### config.mk
export PLATFORM = sky130hd
export DESIGN_NAME = pcpb_ctrl
export DESIGN_NICKNAME = d
export VERILOG_FILES = /design/src/verilog/pcpb_pkg.sv /design/src/verilog/pcpb_st_if.sv /design/src/verilog/pcpb_ctrl.sv /design/src/verilog/pcpb_selftest.sv
export SDC_FILE = /design/constraint.sdc
export NUM_CORES = 1
export LEC_CHECK = 0
export ABC_AREA = 1
export BUFFER_PORTS_ARGS = -buffer_cell sky130_fd_sc_hd__buf_2
export CAP_MARGIN = 20
export CELL_PAD_IN_SITES_DETAIL_PLACEMENT = 1
export CELL_PAD_IN_SITES_GLOBAL_PLACEMENT = 2
export CORE_ASPECT_RATIO = 1.2
export CORE_MARGIN = 8
export CORE_UTILIZATION = 35
export DETAILED_ROUTE_END_ITERATION = 12
export HOLD_SLACK_MARGIN = 0.02
export PLACE_DENSITY = 0.84
export SLEW_MARGIN = 15
export SYNTH_ARGS = -nofsm -noshare
export SYNTH_HDL_FRONTEND = slang
export SYNTH_SLANG_ARGS = --single-unit
### constraint.sdc
create_clock -name clk_sys_in -period 4.92 [get_ports clk_sys_in]
set_clock_uncertainty 0.2 [all_clocks]
set_input_delay 0.246 -clock clk_sys_in [delete_from_list [all_inputs] [get_ports clk_sys_in]]
set_output_delay 0.246 -clock clk_sys_in [all_outputs]
set_load 0.05 [all_outputs]
### src/verilog/pcpb_pkg.sv
// constants for the phy control upper-byte register block
package pcpb_pkg;
	// register indices; byte address is four times the index
	localparam logic [7:0] REG_IDX_PHY_CONTROL = 8'h19;
	localparam logic [7:0] REG_IDX_ERR_COUNT = 8'h1b;
	localparam logic [7:0] REG_IDX_INT_STATUS = 8'h1c;
	localparam logic [7:0] REG_IDX_INT_MASK = 8'h1d;
	localparam int ADDR_W = 8;

	// phy_control field positions
	localparam int BIT_XOVER_EN = 15;
	localparam int BIT_FORCE_XOVER = 14;
	localparam int BIT_PAUSE_RX = 13;
	localparam int BIT_PAUSE_TX = 12;
	localparam int BIT_FORCE_ERR = 11;
	localparam int BIT_LONG_SEQ = 10;
	localparam int BIT_RESULT = 9;
	localparam int BIT_RUN = 8;

	// ability field layout, bits 11:10 of the advert registers
	localparam int ABIL_ASYM = 1;
	localparam int ABIL_PAUSE = 0;

	// interrupt status bits
	localparam int INT_W = 2;
	localparam int INT_SELFTEST_ERR = 0;
	localparam int INT_PAUSE_CHANGE = 1;
	localparam logic [INT_W-1:0] INT_MASK_RESET = 2'h0;

	// reset values
	localparam logic RESET_FORCE_XOVER = 1'h0;
	localparam logic RESET_LONG_SEQ = 1'h0;
	localparam logic RESET_RUN = 1'h0;
	localparam logic [1:0] STRAP_SETTLE = 2'h2;

	// ahb-lite encodings
	localparam logic [1:0] HTRANS_NONSEQ = 2'h2;
	localparam logic HRESP_OKAY = 1'h0;

	// prbs generators
	localparam int PRBS_W = 15;
	localparam logic [PRBS_W-1:0] PRBS_SEED = 15'h7fff;
	localparam int PRBS9_TAP_A = 8;
	localparam int PRBS9_TAP_B = 4;
	localparam int PRBS15_TAP_A = 14;
	localparam int PRBS15_TAP_B = 13;
	localparam int PRBS9_LEN = 9;

	typedef enum logic [1:0] {
		PCPB_BUS_IDLE = 2'b00,
		PCPB_BUS_WRITE = 2'b01,
		PCPB_BUS_RDWAIT = 2'b10
	} pcpb_bus_t;
endpackage : pcpb_pkg

### src/verilog/pcpb_st_if.sv
// link between register block and self-test engine
`timescale 1ns/1ps
interface pcpb_st_if #(
	parameter int COUNT_W = 16
);
	logic run;
	logic long_seq;
	logic force_err;
	logic result;
	logic err_pulse;
	logic [COUNT_W-1:0] err_count;

	modport ctrl (
		output run,
		output long_seq,
		output force_err,
		input result,
		input err_pulse,
		input err_count
	);

	modport st (
		input run,
		input long_seq,
		input force_err,
		output result,
		output err_pulse,
		output err_count
	);
endinterface : pcpb_st_if

### src/verilog/pcpb_ctrl.sv
// phy control upper byte: crossover, pause resolution, self-test, ahb-lite slave
`timescale 1ns/1ps
// Overview of operation
// - auto crossover enable bit, reset from strap
// - force crossover swaps transmit and receive pairs
// - pause receive result from ability bits
// - pause transmit result from ability bits
// - pause results only per table, full duplex
// - force error injects one error, self-clears
// - sequence select: long or short prbs
// - run bit; result latches, cleared on stop
// - self-test errors counted, readable by software
module pcpb_ctrl #(
	parameter int COUNT_W = 16
) (
	input wire logic clk_sys_in,
	input wire logic nrst_in,
	input wire logic hsel_in,
	input wire logic [pcpb_pkg::ADDR_W-1:0] haddr_in,
	input wire logic [1:0] htrans_in,
	input wire logic hwrite_in,
	input wire logic [2:0] hsize_in,
	input wire logic [31:0] hwdata_in,
	input wire logic hready_in,
	output logic [31:0] hrdata_out,
	output logic hreadyout_out,
	output logic hresp_out,
	input wire logic xover_strap_in,
	input wire logic an_complete_in,
	input wire logic hcd_full_duplex_in,
	input wire logic [1:0] local_ability_advert_in,
	input wire logic [1:0] partner_ability_in,
	output logic auto_crossover_enable_out,
	output logic force_crossover_out,
	output logic pause_rx_out,
	output logic pause_tx_out,
	output logic selftest_run_out,
	output logic long_sequence_select_out,
	output logic irq_out
);
	generate
		if (COUNT_W < 1 || COUNT_W > 32)
		begin : g_bad_count_w
			$error("COUNT_W must lie between 1 and 32");
		end
	endgenerate

	typedef struct packed {
		pcpb_pkg::pcpb_bus_t bus;
		logic [pcpb_pkg::ADDR_W-1:0] addr;
		logic [31:0] rdata;
		logic ready;
		logic strap_s1;
		logic strap_s2;
		logic [1:0] strap_wait;
		logic strap_done;
		logic xover_en;
		logic force_xover;
		logic pause_rx;
		logic pause_tx;
		logic force_err;
		logic long_seq;
		logic run;
		logic [pcpb_pkg::INT_W-1:0] int_status;
		logic [pcpb_pkg::INT_W-1:0] int_mask;
		logic irq;
	} pcpb_ctrl_state_t;

	pcpb_ctrl_state_t state;
	pcpb_ctrl_state_t next_state;

	pcpb_st_if #(.COUNT_W(COUNT_W)) st_link ();

	pcpb_selftest #(
		.COUNT_W(COUNT_W)
	) u_selftest (
		.clk_sys_in(clk_sys_in),
		.nrst_in(nrst_in),
		.st(st_link.st)
	);

	// byte address of a register index
	function automatic logic [pcpb_pkg::ADDR_W-1:0] pcpb_byte_addr(
		input logic [7:0] idx
	);
		return pcpb_pkg::ADDR_W'({idx, 2'b00});
	endfunction : pcpb_byte_addr

	// pause resolution, returns {rx, tx}
	function automatic logic [1:0] pcpb_pause_resolve(
		input logic [1:0] loc,
		input logic [1:0] lp
	);
		logic rx;
		logic tx;
		rx = 1'b0;
		tx = 1'b0;
		if (loc[pcpb_pkg::ABIL_PAUSE] && lp[pcpb_pkg::ABIL_PAUSE])
		begin
			rx = 1'b1;
			tx = 1'b1;
		end
		else if (loc[pcpb_pkg::ABIL_PAUSE] && loc[pcpb_pkg::ABIL_ASYM]
			&& !lp[pcpb_pkg::ABIL_PAUSE] && lp[pcpb_pkg::ABIL_ASYM])
		begin
			rx = 1'b1;
		end
		else if (!loc[pcpb_pkg::ABIL_PAUSE] && loc[pcpb_pkg::ABIL_ASYM]
			&& lp[pcpb_pkg::ABIL_PAUSE] && lp[pcpb_pkg::ABIL_ASYM])
		begin
			tx = 1'b1;
		end
		return {rx, tx};
	endfunction : pcpb_pause_resolve

	logic [15:0] phy_control_rd;
	logic [1:0] pause_res;
	logic addr_take;
	logic [pcpb_pkg::INT_W-1:0] events;

	always_comb
	begin
		next_state = state;
		phy_control_rd = '0;
		phy_control_rd[pcpb_pkg::BIT_XOVER_EN] = state.xover_en;
		phy_control_rd[pcpb_pkg::BIT_FORCE_XOVER] = state.force_xover;
		phy_control_rd[pcpb_pkg::BIT_PAUSE_RX] = state.pause_rx;
		phy_control_rd[pcpb_pkg::BIT_PAUSE_TX] = state.pause_tx;
		phy_control_rd[pcpb_pkg::BIT_FORCE_ERR] = state.force_err;
		phy_control_rd[pcpb_pkg::BIT_LONG_SEQ] = state.long_seq;
		phy_control_rd[pcpb_pkg::BIT_RESULT] = st_link.result;
		phy_control_rd[pcpb_pkg::BIT_RUN] = state.run;

		// strap synchroniser and one-time capture after reset release
		next_state.strap_s1 = xover_strap_in;
		next_state.strap_s2 = state.strap_s1;
		if (!state.strap_done)
		begin
			if (state.strap_wait == pcpb_pkg::STRAP_SETTLE)
			begin
				next_state.xover_en = state.strap_s2;
				next_state.strap_done = 1'b1;
			end
			else
			begin
				next_state.strap_wait = state.strap_wait + 1'b1;
			end
		end

		next_state.force_err = 1'b0;

		if (an_complete_in && hcd_full_duplex_in)
		begin
			pause_res = pcpb_pause_resolve(local_ability_advert_in, partner_ability_in);
		end
		else
		begin
			pause_res = 2'b00;
		end
		next_state.pause_rx = pause_res[1];
		next_state.pause_tx = pause_res[0];

		events = '0;
		events[pcpb_pkg::INT_SELFTEST_ERR] = st_link.err_pulse;
		events[pcpb_pkg::INT_PAUSE_CHANGE] = (pause_res != {state.pause_rx, state.pause_tx});

		// data phase of the previous transfer
		next_state.ready = 1'b1;
		next_state.bus = pcpb_pkg::PCPB_BUS_IDLE;
		case (state.bus)
			pcpb_pkg::PCPB_BUS_WRITE:
			begin
				if (state.addr == pcpb_byte_addr(pcpb_pkg::REG_IDX_PHY_CONTROL))
				begin
					next_state.xover_en = hwdata_in[pcpb_pkg::BIT_XOVER_EN];
					next_state.strap_done = 1'b1;
					next_state.force_xover = hwdata_in[pcpb_pkg::BIT_FORCE_XOVER];
					next_state.force_err = hwdata_in[pcpb_pkg::BIT_FORCE_ERR];
					next_state.long_seq = hwdata_in[pcpb_pkg::BIT_LONG_SEQ];
					next_state.run = hwdata_in[pcpb_pkg::BIT_RUN];
				end
				else if (state.addr == pcpb_byte_addr(pcpb_pkg::REG_IDX_INT_STATUS))
				begin
					next_state.int_status = state.int_status
						& ~hwdata_in[pcpb_pkg::INT_W-1:0];
				end
				else if (state.addr == pcpb_byte_addr(pcpb_pkg::REG_IDX_INT_MASK))
				begin
					next_state.int_mask = hwdata_in[pcpb_pkg::INT_W-1:0];
				end
			end
			pcpb_pkg::PCPB_BUS_RDWAIT:
			begin
				next_state.rdata = '0;
				if (state.addr == pcpb_byte_addr(pcpb_pkg::REG_IDX_PHY_CONTROL))
				begin
					next_state.rdata[15:0] = phy_control_rd;
				end
				else if (state.addr == pcpb_byte_addr(pcpb_pkg::REG_IDX_ERR_COUNT))
				begin
					next_state.rdata[COUNT_W-1:0] = st_link.err_count;
				end
				else if (state.addr == pcpb_byte_addr(pcpb_pkg::REG_IDX_INT_STATUS))
				begin
					next_state.rdata[pcpb_pkg::INT_W-1:0] = state.int_status;
				end
				else if (state.addr == pcpb_byte_addr(pcpb_pkg::REG_IDX_INT_MASK))
				begin
					next_state.rdata[pcpb_pkg::INT_W-1:0] = state.int_mask;
				end
			end
			default:
			begin
				next_state.bus = pcpb_pkg::PCPB_BUS_IDLE;
			end
		endcase

		// address phase of a new transfer
		addr_take = hsel_in && hready_in && (htrans_in == pcpb_pkg::HTRANS_NONSEQ);
		if (addr_take)
		begin
			next_state.addr = {haddr_in[pcpb_pkg::ADDR_W-1:2], 2'b00};
			if (hwrite_in)
			begin
				next_state.bus = pcpb_pkg::PCPB_BUS_WRITE;
			end
			else
			begin
				next_state.bus = pcpb_pkg::PCPB_BUS_RDWAIT;
				next_state.ready = 1'b0;
			end
		end

		// events set after the clear so a same-cycle event survives
		next_state.int_status = next_state.int_status | events;
		next_state.irq = |(next_state.int_status & next_state.int_mask);
	end

	always_ff @(posedge clk_sys_in or negedge nrst_in)
	begin
		if (!nrst_in)
		begin
			state <= '0;
			state.bus <= pcpb_pkg::PCPB_BUS_IDLE;
			state.ready <= 1'b1;
			state.force_xover <= pcpb_pkg::RESET_FORCE_XOVER;
			state.long_seq <= pcpb_pkg::RESET_LONG_SEQ;
			state.run <= pcpb_pkg::RESET_RUN;
			state.int_mask <= pcpb_pkg::INT_MASK_RESET;
		end
		else
		begin
			state <= next_state;
		end
	end

	assign st_link.run = state.run;
	assign st_link.long_seq = state.long_seq;
	assign st_link.force_err = state.force_err;

	assign hrdata_out = state.rdata;
	assign hreadyout_out = state.ready;
	assign hresp_out = pcpb_pkg::HRESP_OKAY;
	assign auto_crossover_enable_out = state.xover_en;
	assign force_crossover_out = state.force_xover;
	assign pause_rx_out = state.pause_rx;
	assign pause_tx_out = state.pause_tx;
	assign selftest_run_out = state.run;
	assign long_sequence_select_out = state.long_seq;
	assign irq_out = state.irq;
endmodule : pcpb_ctrl

### src/verilog/pcpb_selftest.sv
// prbs self-test engine with error injection and error counting
`timescale 1ns/1ps
module pcpb_selftest #(
	parameter int COUNT_W = 16
) (
	input wire logic clk_sys_in,
	input wire logic nrst_in,
	pcpb_st_if.st st
);
	typedef struct packed {
		logic [pcpb_pkg::PRBS_W-1:0] gen;
		logic [pcpb_pkg::PRBS_W-1:0] chk;
		logic running;
		logic result;
		logic err_pulse;
		logic [COUNT_W-1:0] count;
	} pcpb_st_state_t;

	pcpb_st_state_t state;
	pcpb_st_state_t next_state;

	// one step of the selected lfsr
	function automatic logic [pcpb_pkg::PRBS_W-1:0] pcpb_prbs_step(
		input logic [pcpb_pkg::PRBS_W-1:0] cur,
		input logic long_seq
	);
		logic fb;
		logic [pcpb_pkg::PRBS_W-1:0] nxt;
		if (long_seq)
		begin
			fb = cur[pcpb_pkg::PRBS15_TAP_A] ^ cur[pcpb_pkg::PRBS15_TAP_B];
			nxt = {cur[pcpb_pkg::PRBS_W-2:0], fb};
		end
		else
		begin
			fb = cur[pcpb_pkg::PRBS9_TAP_A] ^ cur[pcpb_pkg::PRBS9_TAP_B];
			nxt = '0;
			nxt[pcpb_pkg::PRBS9_LEN-1:0] = {cur[pcpb_pkg::PRBS9_LEN-2:0], fb};
		end
		return nxt;
	endfunction : pcpb_prbs_step

	// serial bit leaving the lfsr
	function automatic logic pcpb_prbs_bit(
		input logic [pcpb_pkg::PRBS_W-1:0] cur,
		input logic long_seq
	);
		return long_seq ? cur[pcpb_pkg::PRBS_W-1] : cur[pcpb_pkg::PRBS9_LEN-1];
	endfunction : pcpb_prbs_bit

	logic tx_bit;
	logic ref_bit;

	always_comb
	begin
		next_state = state;
		next_state.err_pulse = 1'b0;
		tx_bit = pcpb_prbs_bit(state.gen, st.long_seq) ^ st.force_err;
		ref_bit = pcpb_prbs_bit(state.chk, st.long_seq);
		if (!st.run)
		begin
			next_state.running = 1'b0;
			next_state.result = 1'b0;
		end
		else if (!state.running)
		begin
			next_state.running = 1'b1;
			next_state.result = 1'b1;
			next_state.gen = pcpb_pkg::PRBS_SEED;
			next_state.chk = pcpb_pkg::PRBS_SEED;
			next_state.count = '0;
		end
		else
		begin
			next_state.gen = pcpb_prbs_step(state.gen, st.long_seq);
			next_state.chk = pcpb_prbs_step(state.chk, st.long_seq);
			if (tx_bit != ref_bit)
			begin
				next_state.err_pulse = 1'b1;
				next_state.result = 1'b0;
				if (state.count != '1)
				begin
					next_state.count = state.count + 1'b1;
				end
			end
		end
	end

	always_ff @(posedge clk_sys_in or negedge nrst_in)
	begin
		if (!nrst_in)
		begin
			state <= '0;
		end
		else
		begin
			state <= next_state;
		end
	end

	assign st.result = state.result;
	assign st.err_pulse = state.err_pulse;
	assign st.err_count = state.count;
endmodule : pcpb_selftest

# Word-level counts from Yosys, hierarchy flattened
# Index checks and enable logic that the tools add are counted.
[word_totals] ff_bits=91 out_inout_bits=41 word_cells=104 in_bits=57
[classes] bitwise_logic=11 reduce_logical=16 eq_ne=14 mux=37 addsub=2
[ops] operator="2-to-1 mux 16 bit" n=3
[ops] operator="2-to-1 mux 15 bit" n=2
[ops] operator="2-to-1 mux 30 bit" n=1
[ops] operator="== test 6 x 5 -> 1 bit, second input constant" n=4
[ops] operator="2-to-1 mux 2 bit" n=11
[ops] operator="2-to-1 mux 18 bit" n=1
[ops] operator="2-to-1 mux 17 bit" n=1
[ops] operator="adder 16 x 1 -> 16 bit, second input constant" n=1
[ops] operator="!= test 16 bit, second input constant" n=1
[ops] operator="2-to-1 mux 14 bit" n=1
[ops] operator="2-to-1 mux 1 bit" n=11
[ops] operator="logical AND 1 bit" n=10
[ops] operator="2-to-1 mux 10 bit" n=1
[ops] operator="2-to-1 mux 3 bit" n=3
[ops] operator="2-to-1 mux 7 bit" n=1
[ops] operator="== test 2 bit, second input constant" n=3
[ops] operator="XOR 1 bit" n=5
[ops] operator="bitwise AND 2 bit" n=2
[ops] operator="2-to-1 mux 4 bit" n=1
[ops] operator="!= test 2 bit, second input constant" n=2
[ops] operator="AND reduction 2 bit" n=2
[ops] operator="!= test 3 bit, second input constant" n=1
[ops] operator="AND reduction 3 bit" n=1
[ops] operator="adder 2 x 1 -> 2 bit, second input constant" n=1
[ops] operator="8 further kinds" n=10

# Logic depth before layout (Yosys ltp)
# Gate-level depths: netlist of the first run.
[depth] word_depth=12 depth_mapped=10 mapped_depth_nobuf=10

# Modules after synthesis
# From an unflattened synthesis of the first run, not the netlist that was laid out.
[hier_totals] cells_unflattened=552 hier_area_um2=4669.5
[modules_own_cells] module="pcpb_selftest" area_per_inst_um2=2501.1 n_inst=1 cells_per_inst=310 seq_area_each_um2=1226.2
[modules_own_cells] module="pcpb_ctrl" area_per_inst_um2=2168.3 n_inst=1 cells_per_inst=242 seq_area_each_um2=1052.3

# Least setup slack after synthesis of the first run
# No wires, ideal clock.
[synth_path] path_type="reg-to-reg" from="register, netlist name long_sequence_select_out" to="register u_selftest.state (netlist bit u_selftest.st.err_count[14])" arrival_ns=1.574 setup_slack_ns=3.027 period_less_slack_ns=1.893 path_stages_with_launch=10 setup_time_ns=0.119 required_ns=4.601 path_buffers=2 cell_sequence="dfrtp_1 buf_6 nand2_1 o21ai_2 nand3_2 nand3_2 nand3_4 buf_8 nand2_2 o21ai_2"
[synth_via] elab_chain_cells=5 elab_cells_between_ends=6 classes_between="2 x eq/ne; 2 x mux; 1 x bitwise; 1 x reduce/logical"
[synth_rtl] element="2-to-1 mux 1 bit" line_no="pcpb_selftest.sv:48" source="return long_seq ? cur[pcpb_pkg::PRBS_W-1] : cur[pcpb_pkg::PRBS9_LEN-1];"
[synth_rtl] element="XOR 1 bit" line_no="pcpb_selftest.sv:58" source="tx_bit = pcpb_prbs_bit(state.gen, st.long_seq) ^ st.force_err;"
[synth_rtl] element="!= test 1 bit *" line_no="pcpb_selftest.sv:77" source="if (tx_bit != ref_bit)"
[synth_rtl] element="!= test 2 bit (no line) *"
[synth_rtl] element="AND reduction 3 bit (no line) *"
[synth_rtl] element="to (signal assigned)" line_no="pcpb_selftest.sv:97" source="state <= next_state;"
[synth_rtl] element="to (decl)" line_no="pcpb_selftest.sv:19" source="pcpb_st_state_t state;"
# Every way passes the cells marked *; elsewhere a longest branch is shown, timed or not.
# A chain may end at the register's enable or synchronous reset.

# Worst setup path in the final report of the first run
[layout_path] from="register, netlist name long_sequence_select_out" to="register u_selftest.state (netlist bit u_selftest.st.err_count[1])"
[layout_via] elab_chain_cells=5 elab_cells_between_ends=6 classes_between="2 x eq/ne; 2 x mux; 1 x bitwise; 1 x reduce/logical"
[layout_rtl] element="2-to-1 mux 1 bit" line_no="pcpb_selftest.sv:48"
[layout_rtl] element="XOR 1 bit" line_no="pcpb_selftest.sv:58"
[layout_rtl] element="!= test 1 bit *" line_no="pcpb_selftest.sv:77"
[layout_rtl] element="!= test 2 bit (no line) *"
[layout_rtl] element="AND reduction 3 bit (no line) *"
# Marks and branches as above.

==> impl_results.md, run 1 <==
- Status: finished clean
- Met2 Routed Length: around 6500 um
- Fin. Hold Viols: 0
- # clock sinks: 91
- Distinct cells, synth: 37
- Number of I/O pins: between 90 and 100
- Pin count of the biggest net entering global routing: 58
- Combinational Power Share: 11.2%
- Post-route setup TNS: 0 ns
- ANT nets after route: 0
- Synth warn: 0
- Mapped Area: between 4000 and 5000 sq um
- Area of the multi-input gates: 1860 sq um
- # diodes: 0
- Routed wl met3: around 240 um
- TritonCTS clock tree: done
- DRC: 0
- Cell row count: 46
- Highest routed layer: met4
- First-pass GRT wire length: around 20000 um
- Initial detailed-routing violation count: roughly 150
- Switch Pwr: 0.476 mW
- DR WL/cell: approximately 15 um
- Setup CP Type: reg -> reg
- Sw frac: approximately 28%
- Global route total overflow: 0
- Number of global-route vias before repair: about 4100
- Area contributors post-synth: dfrtp_1 (48%), nand2_1 (10%), buf_4 (5.5%), inv_1 (5.1%), nor2_1 (3.4%)
- Initial core utilization: 35.6%
- Reg power frac: approximately 48%
- Post_cts resized: 0
- Post-synthesis sequential area ratio: about 49%
- P_int: ~1.2 mW
- Global-route usage over all layers: ~15%
- Max VDD drop: around 0.00014 V
- Final Power: 1.69 mW
- H-tree Lvls: 3
- Drt pass-1 iters: 4
- Max Fclk: roughly 0.40 GHz
- Max Cap Viol: 0
- # nets final: between 600 and 700
- FFs w/ async S/R, synth: between 90% and 100%
- CP startpoint kind: flop
- FF+latch count, synth: 91
- Core area: 13100 sq um
- RSZ-0062 raised after global routing: no
- Die height: roughly 140 um
- Vias: around 3700
- Skew-Pair Late Insertion Delay: 0.34 ns
- Initial antenna violation count: 0
- Clk pwr share: about two fifths
- Routed wire length: around 12000 um
- Clock root cell: clkbuf_16
- Final Critical Period: between 2 and 3 ns
- Worst Setup Slack, final: between 2 and 2.5 ns
- Period Utilization, post-route: between 50% and 60%
- EDFF count, synth: 0
- Rel. slew slack: ~47%
- Synth top area share: between 40% and 50%
- Synthesized area per cell: about 8.4 sq um
- Worst setup EP type: flop
- Synth Instances: between 500 and 600
- Share of cells above drive strength 1: between 10% and 20%
- Largest area contributor in the netlist: dfrtp_1
- Die Footprint: 17300 sq um
- Max-slew violations: 0
- Worst slew pin tran: slightly below 0.8 ns
- Longest Clk Path Bufs: 2
- Leak: approximately 2.6 nW
- Crit path DAT: approximately 2.5 ns
- WHS: approximately 0.04 ns
- Clk slew on worst S/H paths: 0.07 ns
- Wire length on met1: between 4000 and 5000 um
- Register area: 2280 sq um
- Post-Route Utilization: between 40% and 50%
- Fill count: roughly 1600
- CP max FO: 22
- Detailed Place HPWL: 8410 um
- Worst Hold Class: in -> reg
- Top_reg_cell synth: dfrtp_1
- GP Congestion: ~0.84
- CTS buffer count: 9
- Die Width: between 100 and 150 um
- Dpl ws: about 2.5 ns
- Critical path data required time: slightly below 5 ns
- Area Growth Syn to Fin: 14.4%
- Port Buffers: 50
- Vias per inst: between 4 and 5
- Setup violators final: 0
- Power Dens Cells: roughly 320 nW/um^2
power groups by stage:
| stage | Combinational (mW) | Sequential (mW) | Clock, mW |
|---|---|---|---|
| final | 0.190 | 0.813 | 0.692 |
| after CTS | 0.191 | 0.813 | 0.707 |
| after global routing | 0.211 | 0.818 | 0.736 |
| after global placement | 0.173 | 0.825 | 0 |
| after detailed placement | 0.179 | 0.827 | 0 |
| after floorplan | 0.144 | 0.821 | 0 |
layer usage:
layer  vias up  track usage (%)
met5         -                0
met4         0             6.18
met3        15             2.49
met2        39             26.7
met1      1856             16.0
li1       1833                -
state kept, by name (all words and copies together), names as in the netlist, 16 cells and up:
name                     flops
hrdata_out                  16
state                       16
u_selftest.st.err_count     16
u_selftest.state            31
timing repair:
item,CTS,global route
setup endpoints to repair,0,0
hold buffers,19,0
setup buffers,0,0
endpoints found under the hold margin,52,0
cell usage in the layout, fill, tap and decap left out, types with 12 or more instances in the layout:
master         Yosys  final
o21ai_2           14     14
nand2_2           12     12
dfrtp_1           90     90
dlygate4sd3_1      0     19
nor2_1            42     42
nand4_1           13     13
a21oi_1           29     29
inv_1             63     63
conb_1             1     17
nand3_1           28     28
buf_2              5     49
nand2_1          129    129
o21ai_0           24     24
a22oi_1           14     14
critical path, cell delays in order (launching register included):
cell	delay [ns]
dfrtp_1	0.79
inv_1	0.31
nand2_1	0.16
nand3_1	0.13
nand3_2	0.12
nand2_2	0.23
nand3_1	0.20
inv_1	0.10
nand3_1	0.09
nand2_1	0.07
cell families (layout without fill, tap and decap cells):
logic type               Yosys count  after routing  share of synthesized area (%)
AO/OA/AOI/OAI                     91             91                           12.0
XOR/XNOR                           3              3                          0.562
adder cells (fa/ha/maj)            2              2                          0.535
buffers and inverters            116            153                           12.8
flip-flops                        91             91                           48.7
other                              1             17                         0.0802
AND/OR/NAND/NOR                  250            250                           25.3
cells in the mapped netlist (2+ instances only):
master and instances:
a21oi_1 29, nand4_1 13, buf_8 2, xor2_1 3
nor3_1 7, o21ai_2 14, buf_2 5, inv_2 3
buf_4 34, nand2_2 12, nand2_1 129, nor3_2 3
o21ai_1 3, nor2_1 42, o21ai_0 24, a22oi_1 14
dfrtp_1 90, clkbuf_1 7, nand3_1 28, o211ai_1 2
nand3_2 6, nor2_2 3, a31o_2 2, nor2_4 2
inv_1 63, ha_1 2, nor3_4 2
final cells by class:
cell class                      instances  area share (%)
Sequential cell                        91            42.6
Multi-Input combinational cell        363            34.8
Timing Repair Buffer                   70            8.42
Clock buffer                           12            4.98
Inverter                               67            4.70
Tap cell                              168            3.93
Clock inverter                          4           0.608
per-stage QoR:
step                area (sq um)  cells
floorplan                   4740    570
global placement            4860    740
detailed placement          4860    740
CTS                         5350    775
global route                5350    775
finish                      5350    775
path summary, 6_finish.rpt:
path / from / end / slack (ns) / depth (start not counted)
setup / recovery: long_sequence_select_out$_DFFE_PN0P_ / u_selftest.st.err_count[1]$_DFFE_PN0P_ / 2.42 / 9
hold / removal: htrans_in[0] / state[52]$_DFFE_PN0P_ / 0.04 / 4
setup reg to reg: long_sequence_select_out$_DFFE_PN0P_ / u_selftest.st.err_count[1]$_DFFE_PN0P_ / 2.42 / 9
hold reg to reg: next_state[15]$_DFF_PN0_ / state[15]$_DFF_PN0_ / 0.17 / 0
max in group asynchronous: nrst_in / state[58]$_DFF_PN0_ / 3.24 / 3
min in group asynchronous: nrst_in / u_selftest.st.err_count[11]$_DFFE_PN0P_ / 0.19 / 2
No activity file was read; power rests on OpenSTA's default activity.
==> run 2: changes to the inputs <==
Settings changed: CORE_UTILIZATION 35 to 32, PLACE_DENSITY 0.84 to 0.77.
Clock period 4.92 ns to 2.5 ns, I/O delays scaled along.
==> impl_results.md, run 2 (synthesized netlist as in run 1, its figures left out) <==
- Worst slew pin tran: 0.802 ns (+0.0145 ns)
- CTS buffer count: 9 (unchanged)
- Worst setup EP type: flop
- Max-slew violations: 0 (unchanged)
- Clk pwr share: 42.8% (+2.0 points)
- Highest-count cells in the layout ignoring fill and taps: nand2_1 (129), dfrtp_1 (90), inv_1 (63)
- Largest Register: u_selftest.state
- Reg power frac: 45.2% (-2.8 points)
- Combinational Power Share: 12.0% (+0.8 points)
- WHS: 0.0460 ns (+0.00593 ns)
- Post-route setup TNS: 0 ns (unchanged)
- Global-route usage over all layers: 14.2% (-0.32 points)
- Number of flip-flops in the largest register: 31 (unchanged)
- Pin count of the biggest net entering global routing: 54 (-6.9%)
- Leak: 2.66 nW (+4.3%)
- # nets final: 683 (+3.3%)
- P_int: 2.57 mW (+110%)
- Global route total overflow: 0 (unchanged)
- H-tree Lvls: 3 (unchanged)
- Final Critical Period: between 2 and 2.5 ns
- ANT nets after route: 0 (unchanged)
- Wire length on met1: 5190 um (+4.9%)
- RSZ-0062 raised after global routing: no
- Max VDD drop: 0.000310 V (+120%)
- Rel. slew slack: 46.5% (-0.97 points)
- Routed wire length: 12500 um (+5.1%)
- Power Dens Cells: 628 nW/um^2 (+98%)
- Crit path DAT: 2.45 ns (-0.09 ns)
- Setup violators final: 0 (unchanged)
- Status: finished clean
- GP Congestion: 0.786 (-6.8%)
- Longest Clk Path Bufs: 2 (unchanged)
- Switch Pwr: 0.948 mW (+99%)
- Period Utilization, post-route: approximately 95%
- CP max FO: 10 (-55%)
- Detailed Place HPWL: 8830 um (+5.0%)
- Met2 Routed Length: 6760 um (+3.8%)
- Clk slew on worst S/H paths: 0.06 ns (about the same)
- Core area: 14400 sq um (+9.4%)
- Die Width: 126 um (+4.0%)
- Worst Hold Class: in -> reg
- Max Cap Viol: 0 (unchanged)
- TritonCTS clock tree: done
- Die height: 148 um (+4.1%)
- Fill count: 1734 (+9.1%)
- Initial detailed-routing violation count: 166 (+8.5%)
- Clock root cell: clkbuf_16
- Skew-Pair Late Insertion Delay: 0.35 ns (about the same)
- Leading cell type in the layout, fill and taps excluded: nand2_1
- DRC: 0 (unchanged)
- DR WL/cell: 15.6 um (+1.3%)
- Vias per inst: 4.78 (-1.0%)
- Highest routed layer: met4
- Port Buffers: 50 (unchanged)
- Cell row count: 48 (+4.3%)
- Number of global-route vias before repair: 4253 (+2.7%)
- Drt pass-1 iters: 4 (unchanged)
- # clock sinks: 91 (unchanged)
- Number of I/O pins: 98 (unchanged)
- Area Growth Syn to Fin: 19.7%
- Initial core utilization: 32.6% (-3.1 points)
- Die Footprint: 18800 sq um (+8.2%)
- Setup Buffers After CTS: 0 (unchanged)
- Critical path data required time: 2.58 ns (-2.37 ns)
- First-pass GRT wire length: 21100 um (+5.4%)
- Initial antenna violation count: 0 (unchanged)
- Setup CP Type: in -> reg
- # diodes: 0 (unchanged)
- Sw frac: 27.0% (-1.1 points)
- CP startpoint kind: input pin
- Routed wl met3: 288 um (+21%)
- Vias: 3844 (+2.7%)
- Fin. Hold Viols: 0 (unchanged)
- Share of cells above drive strength 1: 20.3% (+0.91 points)
- Max Fclk: between 0.4 and 0.5 GHz
==> run 2: cell types whose count changed in the layout (fill, tap and decap cells not counted), sizes merged <==
cell / before / now
buf: 51 / 61
bufinv: 0 / 2
clkbuf: 12 / 10
clkinv: 2 / 3
dlygate4sd3: 19 / 31
inv: 67 / 66
==> run 2: path summary, 6_finish.rpt <==
check                                                            start                                endpoint  slack, ns  cells after the start
worst max-delay path                                      htrans_in[0]                   state[53]$_DFFE_PN0P_       0.13                      7
worst min-delay path                                         hready_in                   state[57]$_DFFE_PN0P_       0.05                      5
worst max register to register  u_selftest.st.err_count[0]$_DFFE_PN0P_  u_selftest.st.err_count[1]$_DFFE_PN0P_       0.41                     10
worst min register to register                next_state[15]$_DFF_PN0_                     state[15]$_DFF_PN0_       0.15                      0
max in group asynchronous                                      nrst_in                 hreadyout_out$_DFF_PN1_       1.34                      3
min in group asynchronous                                      nrst_in               hrdata_out[8]$_DFFE_PN0N_       0.06                      2
==> run 2: cell type report <==
| cell class | count | area [sq um] | share of cell area, % |
|---|---|---|---|
| clock buffer | 10 | 239 | 4.27 |
| clock inverter | 6 | 88.8 | 1.59 |
| timing repair buffer | 92 | 658 | 11.8 |
| tap | 175 | 219 | 3.91 |
| inverter | 67 | 251 | 4.49 |
| sequential | 91 | 2280 | 40.7 |
| multi-input combinational | 363 | 1870 | 33.3 |
==> run 2: what timing repair did <==
item	CTS	global route
hold buffers	31	0
endpoints found under the setup margin	0	2
resized for setup	0	1
endpoints found under the hold margin	112	0
==> run 2: power by group through the flow <==
stage / registers, mW / logic, mW / clock network [mW]
final: 1.59 / 0.421 / 1.51
after global routing: 1.60 / 0.469 / 1.60
after global placement: 1.61 / 0.372 / 0
after detailed placement: 1.61 / 0.382 / 0
after CTS: 1.59 / 0.422 / 1.55
after floorplan: 1.61 / 0.284 / 0
==> run 2: worst max-delay path, cell delays in order <==
cell	delay, ns
dlygate4sd3_1	0.53
buf_2	0.14
nor3_4	0.30
nand2_1	0.10
dlygate4sd3_1	0.57
o21ai_0	0.09
dlygate4sd3_1	0.59
==> run 2: per-stage QoR <==
stage	std cells	cell area, sq um	util, %	power, mW	setup slack, ns
2_1_floorplan	570	4740	-	1.90	0.607
3_3_place_gp	757	4960	34.5	1.98	0.479
3_5_place_dp	757	4960	34.5	2.00	0.393
4_1_cts	804	5590	39.0	3.56	0.0344
5_1_grt	804	5600	39.0	3.67	0.0353
6_report	804	5600	39.0	3.52	0.131
==> run 2: per-layer routing <==
layer	vias up	GRT usage [%]
met5	-	0
met4	0	5.91
met3	18	3.12
met2	37	26.0
met1	1915	15.4
li1	1874	-
==> run 3: changes to the inputs <==
Settings changed: ABC_AREA 1 to 0, CORE_UTILIZATION 32 to 34, PLACE_DENSITY 0.77 to 0.78, SYNTH_HIERARCHICAL set to 1.
==> impl_results.md, run 3 <==
- Port Buffers: 50 (unchanged)
- Worst setup EP type: flop
- CP max FO: 11 (+1)
- Clock root cell: clkbuf_16
- Origin of the worst setup path: u_selftest/st.err_count[1]$_DFFE_PN0P_
- Distinct cells, synth: 62 (+68%)
- Max Fclk: 0.424 GHz (+0.54%)
- Final Power: 3.89 mW (+11%)
- Pin count of the biggest net entering global routing: 56 (+3.7%)
- Post-synthesis sequential area ratio: 48.7% (about the same)
- Share of cells above drive strength 1: 20.5% (+0.15 points)
- FFs w/ async S/R, synth: 100% (unchanged)
- Die Footprint: 17800 sq um (-5.2%)
- Die height: 144 um (-2.7%)
- FF+latch count, synth: 91 (unchanged)
- Number of global-route vias before repair: 3694 (-13%)
- Synth Instances: 479 (-14%)
- Crit path DAT: 2.40 ns (-0.05 ns)
- Max-slew violations: 0 (unchanged)
- GP Congestion: 0.791 (+0.59%)
- Synthesized area per cell: 9.77 sq um (+16%)
- Highest-count cells in the layout ignoring fill and taps: dfrtp_1 (89), buf_2 (49), nor2_1 (48)
- Hold_buf cts: 21 (-32%)
- # nets final: 571 (-16%)
- Mapped Area: 4680 sq um (about the same)
- Die Width: 123 um (-2.6%)
- Vias: 3500 (-8.9%)
- # diodes: 0 (unchanged)
- Crit path max-delay cell type: dfrtp_1
- CTS buffer count: 9 (unchanged)
- Area contributors post-synth: dfrtp_1 (48%), buf_4 (8.0%), nor2_1 (3.9%), nand2_1 (3.5%), o21ai_0 (3.4%)
- Rel. slew slack: 52.9% (+6.4 points)
- ANT nets after route: 0 (unchanged)
- Number of I/O pins: 98 (unchanged)
- RSZ-0062 raised after global routing: no
- Initial antenna violation count: 0 (unchanged)
- Top_reg_cell synth: dfrtp_1
- Power Dens Cells: 727 nW/um^2 (+16%)
- Crit-path max cell delay: 0.45 ns (-0.14 ns)
- Setup CP Type: reg -> reg
- CP startpoint kind: flop
- DR WL/cell: 16.5 um (+5.8%)
- Leak: 2.43 nW (-8.9%)
- Clk slew on worst S/H paths: 0.07 ns (about the same)
- First-pass GRT wire length: 19000 um (-10%)
- Detailed Place HPWL: 7850 um (-11%)
- R2R Setup Slk: 0.14 ns (-0.27 ns)
- Routed wire length: 11300 um (-9.5%)
- Longest Clk Path Bufs: 2 (unchanged)
- Synth warn: 6 (+6)
- Hold path startpoint: htrans_in[0]
- Placed cell count: 651 (-14%)
- Max Cap Viol: 0 (unchanged)
- Drt pass-1 iters: 4 (unchanged)
- Worst Hold Class: in -> reg
- Leading cell type in the layout, fill and taps excluded: dfrtp_1
- Fin cells: 688 (-14%)
- Largest Register: u_selftest/state
- Fin. Hold Viols: 0 (unchanged)
- Number of flip-flops in the largest register: 31 (unchanged)
- Worst slew pin tran: 0.707 ns (-0.0945 ns)
- Synth top area share: 48.1% (about the same)
- WHS: 0.0649 ns (+0.0189 ns)
- Crit-path cells: ha_1, and3_1, nand3_4, or2_1, nand3_2, o221ai_1
- Area Growth Syn to Fin: 14.4%
- Post-route setup TNS: 0 ns (unchanged)
- DRC: 0 (unchanged)
- EDFF count, synth: 0 (unchanged)
- Synth cell count leaders: dfrtp_1 (90), buf_4 (50), nor2_1 (48)
- Critical path data required time: 2.54 ns (-0.04 ns)
- Vias per inst: 5.09 (+6.4%)
- # clock sinks: 91 (unchanged)
- Setup violators final: 0 (unchanged)
- Global-route usage over all layers: 13.5% (-0.69 points)
- Initial core utilization: 34.3% (+1.7 points)
- Setup Buffers After CTS: 0 (unchanged)
- Global route total overflow: 0 (unchanged)
- Status: finished clean
- Post_cts resized: 0 (unchanged)
- Core area: 13600 sq um (-5.0%)
- Worst R2R Start: u_selftest/st.err_count[1]$_DFFE_PN0P_
- Largest area contributor in the netlist: dfrtp_1
- Initial detailed-routing violation count: 191 (+15%)
- Skew-Pair Late Insertion Delay: 0.34 ns (about the same)
- Max VDD drop: 0.000284 V (-8.4%)
- H-tree Lvls: 3 (unchanged)
- Cell row count: 47 (-2.1%)
- Period Utilization, post-route: 94.3% (-0.51 points)
- TritonCTS clock tree: done
- Dominant cell by count in the synthesized netlist: dfrtp_1
- Final Critical Period: 2.36 ns (-0.0127 ns)
==> run 3: final timing paths <==
kind                                                          end  cells after the start
min in group asynchronous                   state[57]$_DFFE_PN0P_                      2
setup reg to reg           u_selftest/st.err_count[3]$_DFFE_PN0P_                      6
hold reg to reg                               state[15]$_DFF_PN0_                      0
hold / removal                                state[58]$_DFF_PN0_                      3
max in group asynchronous                 hreadyout_out$_DFF_PN1_                      3
setup / recovery           u_selftest/st.err_count[3]$_DFFE_PN0P_                      6
==> run 3: per-stage QoR <==
| stage | setup WS, ns | cell area (sq um) | utilization [%] |
|---|---|---|---|
| after floorplan | 0.333 | 4740 | - |
| after global placement | 0.248 | 4810 | 35.2 |
| after detailed placement | 0.198 | 4810 | 35.2 |
| after CTS | 0.152 | 5350 | 39.2 |
| after global routing | 0.0515 | 5350 | 39.2 |
| final | 0.143 | 5350 | 39.2 |
==> run 3: cells by family (layout without fill, tap and decap cells) <==
family	after synthesis	in the layout	synth area share [%]
compound gates	92	92	13.4
xor+xnor	10	10	2.19
fa+ha+maj	2	2	0.535
buf+inv	102	124	12.5
flops	91	91	48.7
mux	15	15	4.23
other cells	1	17	0.0802
simple gates	166	166	18.4
==> run 3: final cells by class <==
type	instances	area, sq um
timing repair buffer	80	543
tap	171	214
fill	1586	8290
sequential	91	2280
inverter	28	105
clock buffer	10	239
clock inverter	6	93.8
multi-input combinational	302	1880
==> run 3: worst max-delay path, delay by kind of cell, from the launching register on <==
kind	cells	cell delay [ns]
AND/OR/NAND/NOR	4	1.09
AO/OA/AOI/OAI	1	0.26
adder cells (fa/ha/maj)	1	0.26
flip-flops	1	0.45
==> run 3: where the power goes <==
part | switching, mW | internal [mW] | leakage (nW)
combinational | 0.460 | 0.211 | 1.16
sequential | 0.108 | 1.60 | 1.10
clock | 0.592 | 0.916 | 0.165
total | 1.16 | 2.73 | 2.43
==> run 3: metal layers <==
| metal | wire length [um] | share of wire, % | vias to the layer above | global-route usage [%] |
|---|---|---|---|---|
| met2 | 6030 | 53 | 64 | 24.2 |
| met4 | 171 | 1.5 | 0 | 5.02 |
| li1 | - | - | 1663 | - |
| met3 | 434 | 3.8 | 13 | 2.50 |
| met5 | 0 | 0 | - | 0 |
| met1 | 4710 | 42 | 1760 | 15.6 |
